[src/sfw_consts.svh]
// Purpose: Offsets, field positions, reset values and timing counts of the shared buffer.
// Assumes: Byte address of a register is four times its index.
// Notes:   Definitions only.
`ifndef SFW_CONSTS_SVH
`define SFW_CONSTS_SVH

// ****************************************************************
// Register indices
// ****************************************************************
`define SFW_IDX_CTRL      10'h002
`define SFW_IDX_THRESHOLD 10'h003
`define SFW_IDX_FILL      10'h004
`define SFW_IDX_DATA      10'h005
`define SFW_IDX_INT_STAT  10'h006
`define SFW_IDX_INT_CLR   10'h007
`define SFW_IDX_INT_EN    10'h008

// ****************************************************************
// Control register fields
// ****************************************************************
`define SFW_CTRL_CLEAR      0
`define SFW_CTRL_CAP_SEL    1
`define SFW_CTRL_THR_HI     2
`define SFW_CTRL_FILL_HI    3
`define SFW_CTRL_OVERFLOW   4
`define SFW_CTRL_NEAR_EMPTY 5
`define SFW_CTRL_NEAR_FULL  6

// ****************************************************************
// Interrupt register fields
// ****************************************************************
`define SFW_INT_ERROR      0
`define SFW_INT_NEAR_EMPTY 1
`define SFW_INT_NEAR_FULL  2

// ****************************************************************
// Capacities, reset values and timing counts
// ****************************************************************
`define SFW_CAP_FULL      10'h200
`define SFW_CAP_REDUCED   10'h0ff
`define SFW_RST_THRESHOLD 9'h000
`define SFW_RST_INT_EN    3'h0
`define SFW_WAIT_STATES   1

`endif

[src/sfw_pkg.sv]
// Purpose: Types shared by the buffer modules.
// Assumes: Threshold and fill count widths fit a 512 byte buffer.
// Notes:   Constants live in sfw_consts.svh.
package sfw_pkg;
   typedef logic [9:0] sfw_count_t;
   typedef struct packed {
      logic       cap_sel;
      logic [8:0] thr;
   } sfw_cfg_t;
   typedef struct packed {
      logic near_full;
      logic near_empty;
      logic error;
   } sfw_irq_t;
endpackage

[src/sfw_top.sv]
// Purpose: Shared byte buffer between host registers and the internal command engine.
// Assumes: APB slave with one wait state; engine logic runs on pclk.
// Notes:   Engine data wins when both push in one cycle; when both pop in one cycle, both get the same byte.
//
// Behaviour
// - One buffer shared by host and engine.
// - Clear bit resets pointers and count.
// - Capacity 512, or 255 when selected.
// - Count rises on write, falls on read.
// - One nine-bit threshold serves both alerts.
// - Near-full when free space within threshold.
// - Near-empty when count within threshold.
// - Write while full sets overflow, error interrupt.
// - Enabled near-empty rise activates interrupt.
// - Enabled near-full rise activates interrupt.
// - Bytes eight bits, depth 512.
// - Count needs ten bits, threshold nine.
//
// The implementer's own choice: the APB interface to the registers.
`timescale 1ns/1ps
`include "sfw_consts.svh"
module sfw_top
   import sfw_pkg::*;
#(
   parameter int DEPTH  = 512,
   parameter int ADDR_W = 12
) (
   input  wire logic              pclk,
   input  wire logic              presetn,
   input  wire logic              psel,
   input  wire logic              penable,
   input  wire logic              pwrite,
   input  wire logic [ADDR_W-1:0] paddr,
   input  wire logic [31:0]       pwdata,
   input  wire logic [3:0]        pstrb,
   output logic      [31:0]       prdata,
   output logic                   pready,
   output logic                   pslverr,
   input  wire logic              eng_push,
   input  wire logic [7:0]        eng_wdata,
   input  wire logic              eng_pop,
   output logic      [7:0]        eng_rdata,
   output logic                   eng_rdata_valid,
   output logic                   eng_full,
   output logic                   eng_empty,
   output logic                   eng_overflow,
   output logic                   irq
);
   localparam int AW = $clog2(DEPTH);

   initial begin
      if (DEPTH != 512) begin
         $error("sfw_top serves a depth of 512 bytes only");
      end
      if (ADDR_W < 6) begin
         $error("sfw_top needs at least six address bits");
      end
   end

   // ****************************************************************
   // State
   // ****************************************************************
   logic [AW-1:0] wr_ptr;
   logic [AW-1:0] rd_ptr;
   sfw_count_t    count;
   sfw_cfg_t      cfg;
   logic          overflow;
   sfw_irq_t      int_status;
   sfw_irq_t      int_enable;
   logic [7:0]    mem_q;
   logic          near_full;
   logic          near_empty;
   logic          near_full_rise;
   logic          near_empty_rise;

   // ****************************************************************
   // Bus decode
   // ****************************************************************
   logic              access;
   logic              done;
   logic [ADDR_W-3:0] idx;
   logic              aligned;
   logic              hit_ctrl;
   logic              hit_thr;
   logic              hit_fill;
   logic              hit_data;
   logic              hit_stat;
   logic              hit_clr;
   logic              hit_en;
   logic              mapped;
   logic              wr_ok;

   always_comb begin
      access   = psel && penable;
      done     = access && pready;
      idx      = paddr[ADDR_W-1:2];
      aligned  = paddr[1:0] == 2'b00;
      hit_ctrl = aligned && (idx == (ADDR_W-2)'(`SFW_IDX_CTRL));
      hit_thr  = aligned && (idx == (ADDR_W-2)'(`SFW_IDX_THRESHOLD));
      hit_fill = aligned && (idx == (ADDR_W-2)'(`SFW_IDX_FILL));
      hit_data = aligned && (idx == (ADDR_W-2)'(`SFW_IDX_DATA));
      hit_stat = aligned && (idx == (ADDR_W-2)'(`SFW_IDX_INT_STAT));
      hit_clr  = aligned && (idx == (ADDR_W-2)'(`SFW_IDX_INT_CLR));
      hit_en   = aligned && (idx == (ADDR_W-2)'(`SFW_IDX_INT_EN));
      mapped   = hit_ctrl || hit_thr || hit_fill || hit_data || hit_stat || hit_clr || hit_en;
      wr_ok    = done && pwrite && pstrb[0];
   end

   // ****************************************************************
   // Buffer movement
   // ****************************************************************
   sfw_count_t cap;
   logic       full;
   logic       empty;
   logic       clear;
   logic       host_push;
   logic       host_pop;
   logic       push_req;
   logic       pop_req;
   logic       push;
   logic       pop;
   logic [7:0] push_data;
   sfw_count_t next_count;
   sfw_cfg_t   next_cfg;
   sfw_count_t next_cap;

   always_comb begin
      cap       = cfg.cap_sel ? `SFW_CAP_REDUCED : `SFW_CAP_FULL;
      full      = count >= cap;
      empty     = count == '0;
      clear     = wr_ok && hit_ctrl && pwdata[`SFW_CTRL_CLEAR];
      host_push = wr_ok && hit_data;
      host_pop  = done && !pwrite && hit_data;
      push_req  = eng_push || host_push;
      pop_req   = eng_pop || host_pop;
      push_data = eng_push ? eng_wdata : pwdata[7:0];
      push      = push_req && !full && !clear;
      pop       = pop_req && !empty && !clear;
      next_count = count;
      if (clear) begin
         next_count = '0;
      end else if (push && !pop) begin
         next_count = count + 10'h001;
      end else if (pop && !push) begin
         next_count = count - 10'h001;
      end
      next_cfg = cfg;
      if (wr_ok && hit_ctrl) begin
         next_cfg.cap_sel = pwdata[`SFW_CTRL_CAP_SEL];
         next_cfg.thr[8]  = pwdata[`SFW_CTRL_THR_HI];
      end
      if (wr_ok && hit_thr) begin
         next_cfg.thr[7:0] = pwdata[7:0];
      end
      next_cap = next_cfg.cap_sel ? `SFW_CAP_REDUCED : `SFW_CAP_FULL;
   end

   always_ff @(posedge pclk or negedge presetn) begin
      if (!presetn) begin
         wr_ptr <= '0;
         rd_ptr <= '0;
      end else if (clear) begin
         wr_ptr <= '0;
         rd_ptr <= '0;
      end else begin
         if (push) begin
            wr_ptr <= wr_ptr + 1'b1;
         end
         if (pop) begin
            rd_ptr <= rd_ptr + 1'b1;
         end
      end
   end

   always_ff @(posedge pclk or negedge presetn) begin
      if (!presetn) begin
         count     <= '0;
         eng_full  <= 1'b0;
         eng_empty <= 1'b1;
      end else begin
         count     <= next_count;
         eng_full  <= next_count >= next_cap;
         eng_empty <= next_count == '0;
      end
   end

   logic [AW-1:0] next_rd_ptr;

   always_comb begin
      next_rd_ptr = rd_ptr;
      if (clear) begin
         next_rd_ptr = '0;
      end else if (pop) begin
         next_rd_ptr = rd_ptr + 1'b1;
      end
   end

   sfw_mem #(
      .WIDTH (8),
      .DEPTH (DEPTH),
      .AW    (AW)
   ) u_mem (
      .pclk  (pclk),
      .we    (push),
      .waddr (wr_ptr),
      .wdata (push_data),
      .raddr (next_rd_ptr),
      .q     (mem_q)
   );

   always_ff @(posedge pclk or negedge presetn) begin
      if (!presetn) begin
         eng_rdata       <= 8'h00;
         eng_rdata_valid <= 1'b0;
      end else begin
         eng_rdata_valid <= eng_pop && pop;
         if (eng_pop && pop) begin
            eng_rdata <= mem_q;
         end
      end
   end

   // ****************************************************************
   // Configuration and overflow
   // ****************************************************************
   logic overflow_evt;

   always_comb begin
      overflow_evt = push_req && full && !clear;
   end

   always_ff @(posedge pclk or negedge presetn) begin
      if (!presetn) begin
         cfg <= '{cap_sel: 1'b0, thr: `SFW_RST_THRESHOLD};
      end else begin
         cfg <= next_cfg;
      end
   end

   always_ff @(posedge pclk or negedge presetn) begin
      if (!presetn) begin
         overflow     <= 1'b0;
         eng_overflow <= 1'b0;
      end else begin
         eng_overflow <= overflow_evt && eng_push;
         if (overflow_evt) begin
            overflow <= 1'b1;
         end else if (clear) begin
            overflow <= 1'b0;
         end
      end
   end

   sfw_alert u_alert (
      .pclk            (pclk),
      .presetn         (presetn),
      .count           (count),
      .cfg             (cfg),
      .near_full       (near_full),
      .near_empty      (near_empty),
      .near_full_rise  (near_full_rise),
      .near_empty_rise (near_empty_rise)
   );

   // ****************************************************************
   // Interrupts
   // ****************************************************************
   sfw_irq_t int_set;
   sfw_irq_t int_clr;
   sfw_irq_t next_status;
   sfw_irq_t next_enable;

   always_comb begin
      int_set.error      = overflow_evt;
      int_set.near_empty = near_empty_rise;
      int_set.near_full  = near_full_rise;
      int_clr            = (wr_ok && hit_clr) ? sfw_irq_t'(pwdata[2:0]) : sfw_irq_t'(3'h0);
      next_status        = int_set | (int_status & ~int_clr);
      next_enable        = (wr_ok && hit_en) ? sfw_irq_t'(pwdata[2:0]) : int_enable;
   end

   always_ff @(posedge pclk or negedge presetn) begin
      if (!presetn) begin
         int_status <= '0;
         int_enable <= sfw_irq_t'(`SFW_RST_INT_EN);
         irq        <= 1'b0;
      end else begin
         int_status <= next_status;
         int_enable <= next_enable;
         irq        <= |(next_status & next_enable);
      end
   end

   // ****************************************************************
   // Bus answer
   // ****************************************************************
   logic [31:0] rd_mux;

   always_comb begin
      rd_mux = 32'h0000_0000;
      if (hit_ctrl) begin
         rd_mux[`SFW_CTRL_CAP_SEL]    = cfg.cap_sel;
         rd_mux[`SFW_CTRL_THR_HI]     = cfg.thr[8];
         rd_mux[`SFW_CTRL_FILL_HI]    = count[8] | count[9];
         rd_mux[`SFW_CTRL_OVERFLOW]   = overflow;
         rd_mux[`SFW_CTRL_NEAR_EMPTY] = near_empty;
         rd_mux[`SFW_CTRL_NEAR_FULL]  = near_full;
      end else if (hit_thr) begin
         rd_mux[7:0] = cfg.thr[7:0];
      end else if (hit_fill) begin
         rd_mux[7:0] = count[9] ? 8'hff : count[7:0];
      end else if (hit_data) begin
         rd_mux[7:0] = empty ? 8'h00 : mem_q;
      end else if (hit_stat) begin
         rd_mux[2:0] = int_status;
      end else if (hit_en) begin
         rd_mux[2:0] = int_enable;
      end
   end

   always_ff @(posedge pclk or negedge presetn) begin
      if (!presetn) begin
         pready  <= 1'b0;
         pslverr <= 1'b0;
         prdata  <= 32'h0000_0000;
      end else begin
         pready  <= access && !pready;
         pslverr <= access && !pready && !mapped;
         if (access && !pready && !pwrite) begin
            prdata <= rd_mux;
         end
      end
   end
endmodule

[src/sfw_mem.sv]
// Purpose: Byte storage of the shared buffer with registered read data.
// Assumes: One write port and one read port on the same clock.
// Notes:   Write-first: a write to the address being read shows at once.
`timescale 1ns/1ps
module sfw_mem #(
   parameter int WIDTH = 8,
   parameter int DEPTH = 512,
   parameter int AW    = 9
) (
   input  wire logic             pclk,
   input  wire logic             we,
   input  wire logic [AW-1:0]    waddr,
   input  wire logic [WIDTH-1:0] wdata,
   input  wire logic [AW-1:0]    raddr,
   output logic      [WIDTH-1:0] q
);
   logic [WIDTH-1:0] store [DEPTH];

   initial begin
      if (DEPTH != (1 << AW)) begin
         $error("sfw_mem depth must equal two to the address width");
      end
   end

   // ****************************************************************
   // Write port
   // ****************************************************************
   always_ff @(posedge pclk) begin
      if (we) begin
         store[waddr] <= wdata;
      end
   end

   // ****************************************************************
   // Read port
   // ****************************************************************
   always_ff @(posedge pclk) begin
      if (we && (waddr == raddr)) begin
         q <= wdata;
      end else begin
         q <= store[raddr];
      end
   end
endmodule

[src/sfw_alert.sv]
// Purpose: Near-full and near-empty flags and their rising-edge events.
// Assumes: Fill count and configuration come from registers on pclk.
// Notes:   Flags follow the count one cycle later.
`timescale 1ns/1ps
`include "sfw_consts.svh"
module sfw_alert
   import sfw_pkg::*;
(
   input  wire logic       pclk,
   input  wire logic       presetn,
   input  wire sfw_count_t count,
   input  wire sfw_cfg_t   cfg,
   output logic            near_full,
   output logic            near_empty,
   output logic            near_full_rise,
   output logic            near_empty_rise
);
   sfw_count_t cap;
   logic       next_near_full;
   logic       next_near_empty;

   // ****************************************************************
   // Comparisons
   // ****************************************************************
   always_comb begin
      cap             = cfg.cap_sel ? `SFW_CAP_REDUCED : `SFW_CAP_FULL;
      next_near_full  = ({1'b0, count} + {2'b00, cfg.thr}) >= {1'b0, cap};
      next_near_empty = count <= {1'b0, cfg.thr};
   end

   // ****************************************************************
   // Flags and edges
   // ****************************************************************
   always_ff @(posedge pclk or negedge presetn) begin
      if (!presetn) begin
         near_full       <= 1'b0;
         near_empty      <= 1'b1;
         near_full_rise  <= 1'b0;
         near_empty_rise <= 1'b0;
      end else begin
         near_full       <= next_near_full;
         near_empty      <= next_near_empty;
         near_full_rise  <= next_near_full && !near_full;
         near_empty_rise <= next_near_empty && !near_empty;
      end
   end
endmodule

[config.mk]
export PLATFORM = sky130hd
export DESIGN_NAME = sfw_top
export DESIGN_NICKNAME = d
export VERILOG_FILES = /design/src/sfw_pkg.sv /design/src/sfw_top.sv /design/src/sfw_mem.sv /design/src/sfw_alert.sv
export VERILOG_INCLUDE_DIRS = /design/src
export SDC_FILE = /design/constraint.sdc
export NUM_CORES = 2
export LEC_CHECK = 0
export BUFFER_PORTS_ARGS = -buffer_cell sky130_fd_sc_hd__buf_2
export CAP_MARGIN = 10
export CORE_UTILIZATION = 45
export CTS_CLUSTER_SIZE = 40
export DETAILED_ROUTE_END_ITERATION = 12
export HOLD_SLACK_MARGIN = 0.15
export PLACE_DENSITY = 0.67
export REMOVE_ABC_BUFFERS = 1
export SYNTH_ARGS = -nofsm -noshare
export SYNTH_HDL_FRONTEND = slang
export SYNTH_SLANG_ARGS = --single-unit
export TNS_END_PERCENT = 50
[constraint.sdc]
create_clock -name pclk -period 13.8 [get_ports pclk]
set_clock_uncertainty 0.2 [all_clocks]
set_input_delay 4.14 -clock pclk [delete_from_list [all_inputs] [get_ports pclk]]
set_output_delay 4.14 -clock pclk [all_outputs]
set_load 0.1 [all_outputs]
* Word level (Yosys, flattened, before mapping) *
Memories as Yosys holds them, arrays and structs flattened. A register that Yosys moved wholly into a read port is not among the register bits.
Index checks and enable logic that the tools add are counted.

storage, ports and cells
  register bits after elaboration = 72
  bits in writable memories = 4096
  bits of input ports = 63
  output and inout bits = 47
  word-level logic and storage cells = 134
  memories = 1

memories
  name         words  bits a word  rd ports  clocked after memory_dff  write ports  line           RTL
  u_mem.store  512    8            1         1                         1            sfw_mem.sv:17  logic [WIDTH-1:0] store [DEPTH];

operators by class
  add/subtract/negate cells = 5
  order comparisons = 4
  eq/ne operators = 7
  muxes and demuxes = 28
  bitwise logic cells = 5
  reductions and logical operators = 58

operators by type and width
  cell                   count
  $mux 10                5
  $eq 10x3->1 const B    4
  $mux 8                 5
  $mux 9                 4
  $logic_and 1x1->1      34
  $eq 10x2->1 const B    2
  $ge 10x10->1           2
  $logic_not 10->1       2
  $add 9x1->9 const B    2
  $mux 3                 5
  $add 10x9->11          1
  $ge 11x10->1           1
  $add 10x1->10 const B  1
  $eq 10x4->1 const B    1
  $le 10x9->1            1
  $logic_not 1->1        10
  $sub 10x1->10 const B  1
  $logic_or 1x1->1       8
  $and 3x3->3            2
  $mux 1                 6
  $mux 6                 1
  $mux 5                 1
  $reduce_bool 2->1      2
  $not 3->3              1
  5 further kinds        5

* Logic depth before layout (Yosys ltp) *
  word-level depth = 14
  gate-level depth with buffers = 19
  gate-level depth less buffers = 18

* Modules after synthesis *
From an unflattened synthesis, not the netlist that was laid out.

second synthesis, totals
  cells, all modules = 8585
  area total of the unflattened synthesis = 165087.1 µm²

modules (own cells, without submodules)
  module     times used  cells each  area each (µm²)  sequential area each (µm²)
  sfw_mem    1           8031        159947.2         123178.1
  sfw_top    1           439         4185.3           1702.9
  sfw_alert  1           115         954.7            101.3

* Worst setup path after synthesis *
Ideal clock, no wire load.

  path kind = input to register
  start = input eng_push
  end = memory u_mem.store[0][0] (data pin)
  library setup time = 0.912 ns
  arrival time = 8.016 ns
  data required time = 12.688 ns
  setup slack = 4.673 ns
  cell stages on the path = 2
  path buffers = 1
  cell sequence = clkbuf_1 -> mux2_2

between the ends
  word-level cells in the longest chain between the ends = 1

RTL lines
  item              line            RTL
  from (decl)       sfw_top.sv:39   input wire logic eng_push,
  $mux 8            sfw_top.sv:136  push_data = eng_push ? eng_wdata : pwdata[7:0];
  net push_data[0]  sfw_top.sv:122  logic [7:0] push_data;
  to (decl)         sfw_mem.sv:17

The timed path passes the listed nets, and every way through them passes these cells.

* Worst setup path in the final report *
  start = input paddr[9]
  end = register eng_full

between the ends
  word-level cells in the longest chain between the ends = 12
  elaborated cells between the ends (all ways) = 25
  classes of those cells = order compare (1); eq/ne (2); mux (5); reduce/logical (17)

RTL lines
  item                                                          line                            RTL
  from (decl)                                                   sfw_top.sv:33                   input wire logic [ADDR_W-1:0] paddr,
  $eq 10x3->1 / $eq 10x2->1 (equally long branches)             sfw_top.sv:101, sfw_top.sv:98
  $logic_and 1x1->1, on equally long branches                   sfw_top.sv:101, sfw_top.sv:98
  $logic_and 1x1->1, on equally long branches                   sfw_top.sv:132, sfw_top.sv:131
  $logic_or 1x1->1 / $logic_and 1x1->1 (equally long branches)  sfw_top.sv:134, sfw_top.sv:131
  $logic_and 1x1->1 / $logic_not 1->1 (equally long branches)   sfw_top.sv:137, sfw_top.sv:138
  $logic_and 1x1->1                                             sfw_top.sv:137                  push = push_req && !full && !clear;
  $logic_not 1->1                                               sfw_top.sv:144                  end else if (pop && !push) begin
  $logic_and 1x1->1                                             sfw_top.sv:144
  $mux 10                                                       sfw_top.sv:144
  $mux 10                                                       sfw_top.sv:142                  end else if (push && !pop) begin
  $mux 10 *                                                     sfw_top.sv:140                  if (clear) begin
  net next_count[1]                                             sfw_top.sv:123                  sfw_count_t next_count;
  $ge 10x10->1 *                                                sfw_top.sv:182                  eng_full <= next_count >= next_cap;
  to (signal assigned)                                          sfw_top.sv:182
  to (decl)                                                     sfw_top.sv:44                   output logic eng_full,

Mark *: on every way through the listed nets, which the timed path passes. The rest lies on a longest branch.
A chain may end at the register's enable or synchronous reset.

==> reports/qor.yml <==
die_span_in_x_um: 605
synth.cell_area_mm2: 0.164
grt_first_pass_wirelength_um: 600000
worstPathArrival_ps: 8590
synth.yosys.warnings: 0
antenna_found_initial: 26
crit_path_class: "input port to flop"
drc: 0
timing.final.max_slew_violations: 20
ys_types: 81
tritoncts: "built"
netlist_instances: 7863
detailroute.wirelength.met2_um: 200000
postCtsHoldBufs: 0
cts.reportedPaths.clkPinSlew_ps: 60
fillerInstances: 28200
numCtsBuffers: 405
die_y_um: 605
dominantRegCellSynth: "sky130_fd_sc_hd__edfxtp_1"
synth-async-reset-ratio_pct: 1.72
track_usage_pct: 22.9
violations: "max-slew violations"
hpwlAfterDp_um: 249000
root_buffer: "sky130_fd_sc_hd__clkbuf_16"
clock_sinks: 4177
report.final.setup_viol: 0
layout.nets: 8135
fp.coreArea_mm2: 0.362
initial_utilization_pct: 45.2
floorplan.io_pins: 110
drt_pass1_iterations: 6
run_status: "finished, violations left"
worst-path-max-fanout: 11
die_area_mm2: 0.366
final_layout_size_suffix_gt1_share_pct: 22.4
routed_wl_um: 424000
min_path_type: "flop to flop"
worst_ir_drop_vdd_mv: 0.149
postSynthRegisterBits: 4177
max_cap_viol_count: 0
setup_ws_pre_cts_ps: 4940
finalCritPeriodShare_pct: 57.4
worst_skew_pair.late_latency_ps: 970
worst_ep_required_time_ps: 14470
synth_enable_flop_cells: 4096
areaGrowthSynthToFinish_pct: 11.3
gp_congestion: 0.866
first_global_vias: 81800
rsz_0062_raised_after_global_routing: "no"
wirelength_met1_um: 161000
postRouteAntennaNets: 0
io_buffers: 58
floorplan.rows: 221
via_per_inst: 6.24
globalRoute.totalOverflow: 0
cts_resized: 0
drt_first_iter_violations: 11300
post-cts-setup-buffers: 0
max_freq_ghz: 0.126
routedWlPerCell_um: 32.2
syn-mean-instance-area_um2: 20.8
final.hold.worst_slack_ps: 244
routed-via-count: 82000
worst_slew_pin_slew_ps: 1510
mostFrequentLayoutCell: "sky130_fd_sc_hd__edfxtp_1"
cts_max_level: 5
final_cell_mix: "4096 x sky130_fd_sc_hd__edfxtp_1, 978 x sky130_fd_sc_hd__mux4_2, 605 x sky130_fd_sc_hd__nor2_1, 410 x sky130_fd_sc_hd__clkbuf_16, 298 x sky130_fd_sc_hd__mux2i_1"
timing.critical_path.from_type: "input port"
power_per_cell_area_mw_per_mm2: 191
maxUsedRoutingLayer: "met5"
fin_ws_ps: 5880
largest_net_degree_at_the_start_of_global_routing: 221
fin_crit_ps: 7920
met3_length_um: 45400
timing_hold_violations_final: 0
ctsLongestPathBuffers: 4
cp-end-kind: "flop"
remaining_max_slew_budget_at_the_tightest_pin_pct: -0.795
p_leak_nw: 56.7
synth_seq_area_share_pct: 76.3
==> critical path, stage by stage <==
cell and delay [ps]:
sky130_fd_sc_hd__buf_2 90, sky130_fd_sc_hd__or4_1 680, sky130_fd_sc_hd__nor4_4 370, sky130_fd_sc_hd__a21o_1 210, sky130_fd_sc_hd__o211a_1 480, sky130_fd_sc_hd__nor2_1 180, sky130_fd_sc_hd__o211a_1 250, sky130_fd_sc_hd__nor3_1 360
sky130_fd_sc_hd__ha_1 300, sky130_fd_sc_hd__a21o_1 160, sky130_fd_sc_hd__a21o_1 180, sky130_fd_sc_hd__a21o_1 180, sky130_fd_sc_hd__a21o_1 170, sky130_fd_sc_hd__a21o_1 180, sky130_fd_sc_hd__a21o_1 170, sky130_fd_sc_hd__a221o_1 290
sky130_fd_sc_hd__a21o_1 180
==> metal layers <==
metal / up-vias / GRT usage [%]
met3: 842 / 5.13
li1: 33000 / -
met1: 43400 / 31.3
met2: 4792 / 36.1
met4: 6 / 8.75
met5: - / 0
==> area by class of cell <==
type                    count  area, µm²  share of cell area, %
inverters                  34        138                 0.0756
well taps                4794       6000                   3.29
clock buffers             492      10600                   5.82
clock inverters           249       2470                   1.36
multi-input cells        3182      36200                   19.9
repair buffers            219       1730                  0.948
flip-flops and latches   4177     125000                   68.6
diodes                      8       20.0                 0.0110
==> flip-flops by register name (all words and copies together) (netlist names), 3 cells and up, named ones only <==
register / count
cfg: 10
count: 10
eng_rdata: 8
int_enable: 3
int_status: 3
prdata: 8
rd_ptr: 9
u_mem.store: 4096
wr_ptr: 9
==> report_power, final <==
| part | total [mW] | switching [mW] | internal (mW) |
|---|---|---|---|
| sequential | 14.3 | 0.194 | 14.2 |
| clock | 10.9 | 4.82 | 6.07 |
| combinational | 9.56 | 5.84 | 3.72 |
| total | 34.8 | 10.8 | 23.9 |
==> path summary, 6_finish.rpt <==
kind	start	end	slack, ps	cells after the start
max in group asynchronous	presetn	irq$_DFF_PN0_	9640	1
min in group asynchronous	presetn	eng_rdata_valid$_DFF_PN0_	3110	1
worst max register to register	flop	eng_rdata[5]$_DFFE_PN0P_	6950	11
worst max-delay path	paddr[9]	eng_full$_DFF_PN0_	5880	17
worst min register to register	u_alert.near_empty_rise$_DFF_PN0_	int_status[1]$_DFF_PN0_	240	1
worst min-delay path	u_alert.near_empty_rise$_DFF_PN0_	int_status[1]$_DFF_PN0_	240	1
==> cell usage after synthesis, types with 15 or more instances <==
cell type,instances,share of area [%]
sky130_fd_sc_hd__a211oi_1,42,0.19
sky130_fd_sc_hd__a21o_1,16,0.073
sky130_fd_sc_hd__a21oi_1,64,0.20
sky130_fd_sc_hd__a221oi_1,48,0.26
sky130_fd_sc_hd__a22o_1,46,0.25
sky130_fd_sc_hd__a22oi_1,81,0.37
sky130_fd_sc_hd__a31oi_1,23,0.088
sky130_fd_sc_hd__and3_1,16,0.061
sky130_fd_sc_hd__buf_1,24,0.055
sky130_fd_sc_hd__buf_2,90,0.28
sky130_fd_sc_hd__buf_4,88,0.40
sky130_fd_sc_hd__buf_6,62,0.43
sky130_fd_sc_hd__clkbuf_1,222,0.51
sky130_fd_sc_hd__dfrtp_1,70,1.1
sky130_fd_sc_hd__edfxtp_1,4096,75
sky130_fd_sc_hd__ha_1,52,0.40
sky130_fd_sc_hd__inv_1,30,0.069
sky130_fd_sc_hd__mux2_2,21,0.14
sky130_fd_sc_hd__mux2i_1,298,1.8
sky130_fd_sc_hd__mux4_2,978,13
sky130_fd_sc_hd__nand2_1,225,0.52
sky130_fd_sc_hd__nand3_1,80,0.24
sky130_fd_sc_hd__nor2_1,615,1.4
sky130_fd_sc_hd__nor2b_1,23,0.088
sky130_fd_sc_hd__nor3_1,53,0.16
sky130_fd_sc_hd__nor4_1,21,0.080
sky130_fd_sc_hd__o21ai_0,64,0.20
sky130_fd_sc_hd__o221ai_1,60,0.32
sky130_fd_sc_hd__o22ai_1,133,0.51
sky130_fd_sc_hd__xor2_1,15,0.080
==> through the flow <==
stage | instance area, µm² | utilization, % | setup TNS (ps) | total power [mW] | instances
3_5_place_dp | 169000 | 46.7 | 0 | 24.1 | 12400
6_report | 182000 | 50.3 | 0 | 34.8 | 13200
5_1_grt | 182000 | 50.3 | 0 | 35.7 | 13100
2_1_floorplan | 161000 | - | -536390 | 23.5 | 7393
4_1_cts | 182000 | 50.3 | 0 | 34.9 | 13100
3_3_place_gp | 169000 | 46.7 | 0 | 24.0 | 12400
==> cell families (layout without fill, tap and decap cells) <==
logic type               count (synthesis)  in the layout  synth area share, %
AO/OA/AOI/OAI                          672            672                 2.95
XOR/XNOR                                28             28                0.150
adder cells (fa/ha/maj)                 53             53                0.410
buffers and inverters                  527            994                 1.81
flip-flops                            4177           4177                 76.3
multiplexers                          1297           1297                 15.4
other                                    1             32              0.00229
AND/OR/NAND/NOR                       1108           1108                 2.91
(Power assumes the default switching activity.)
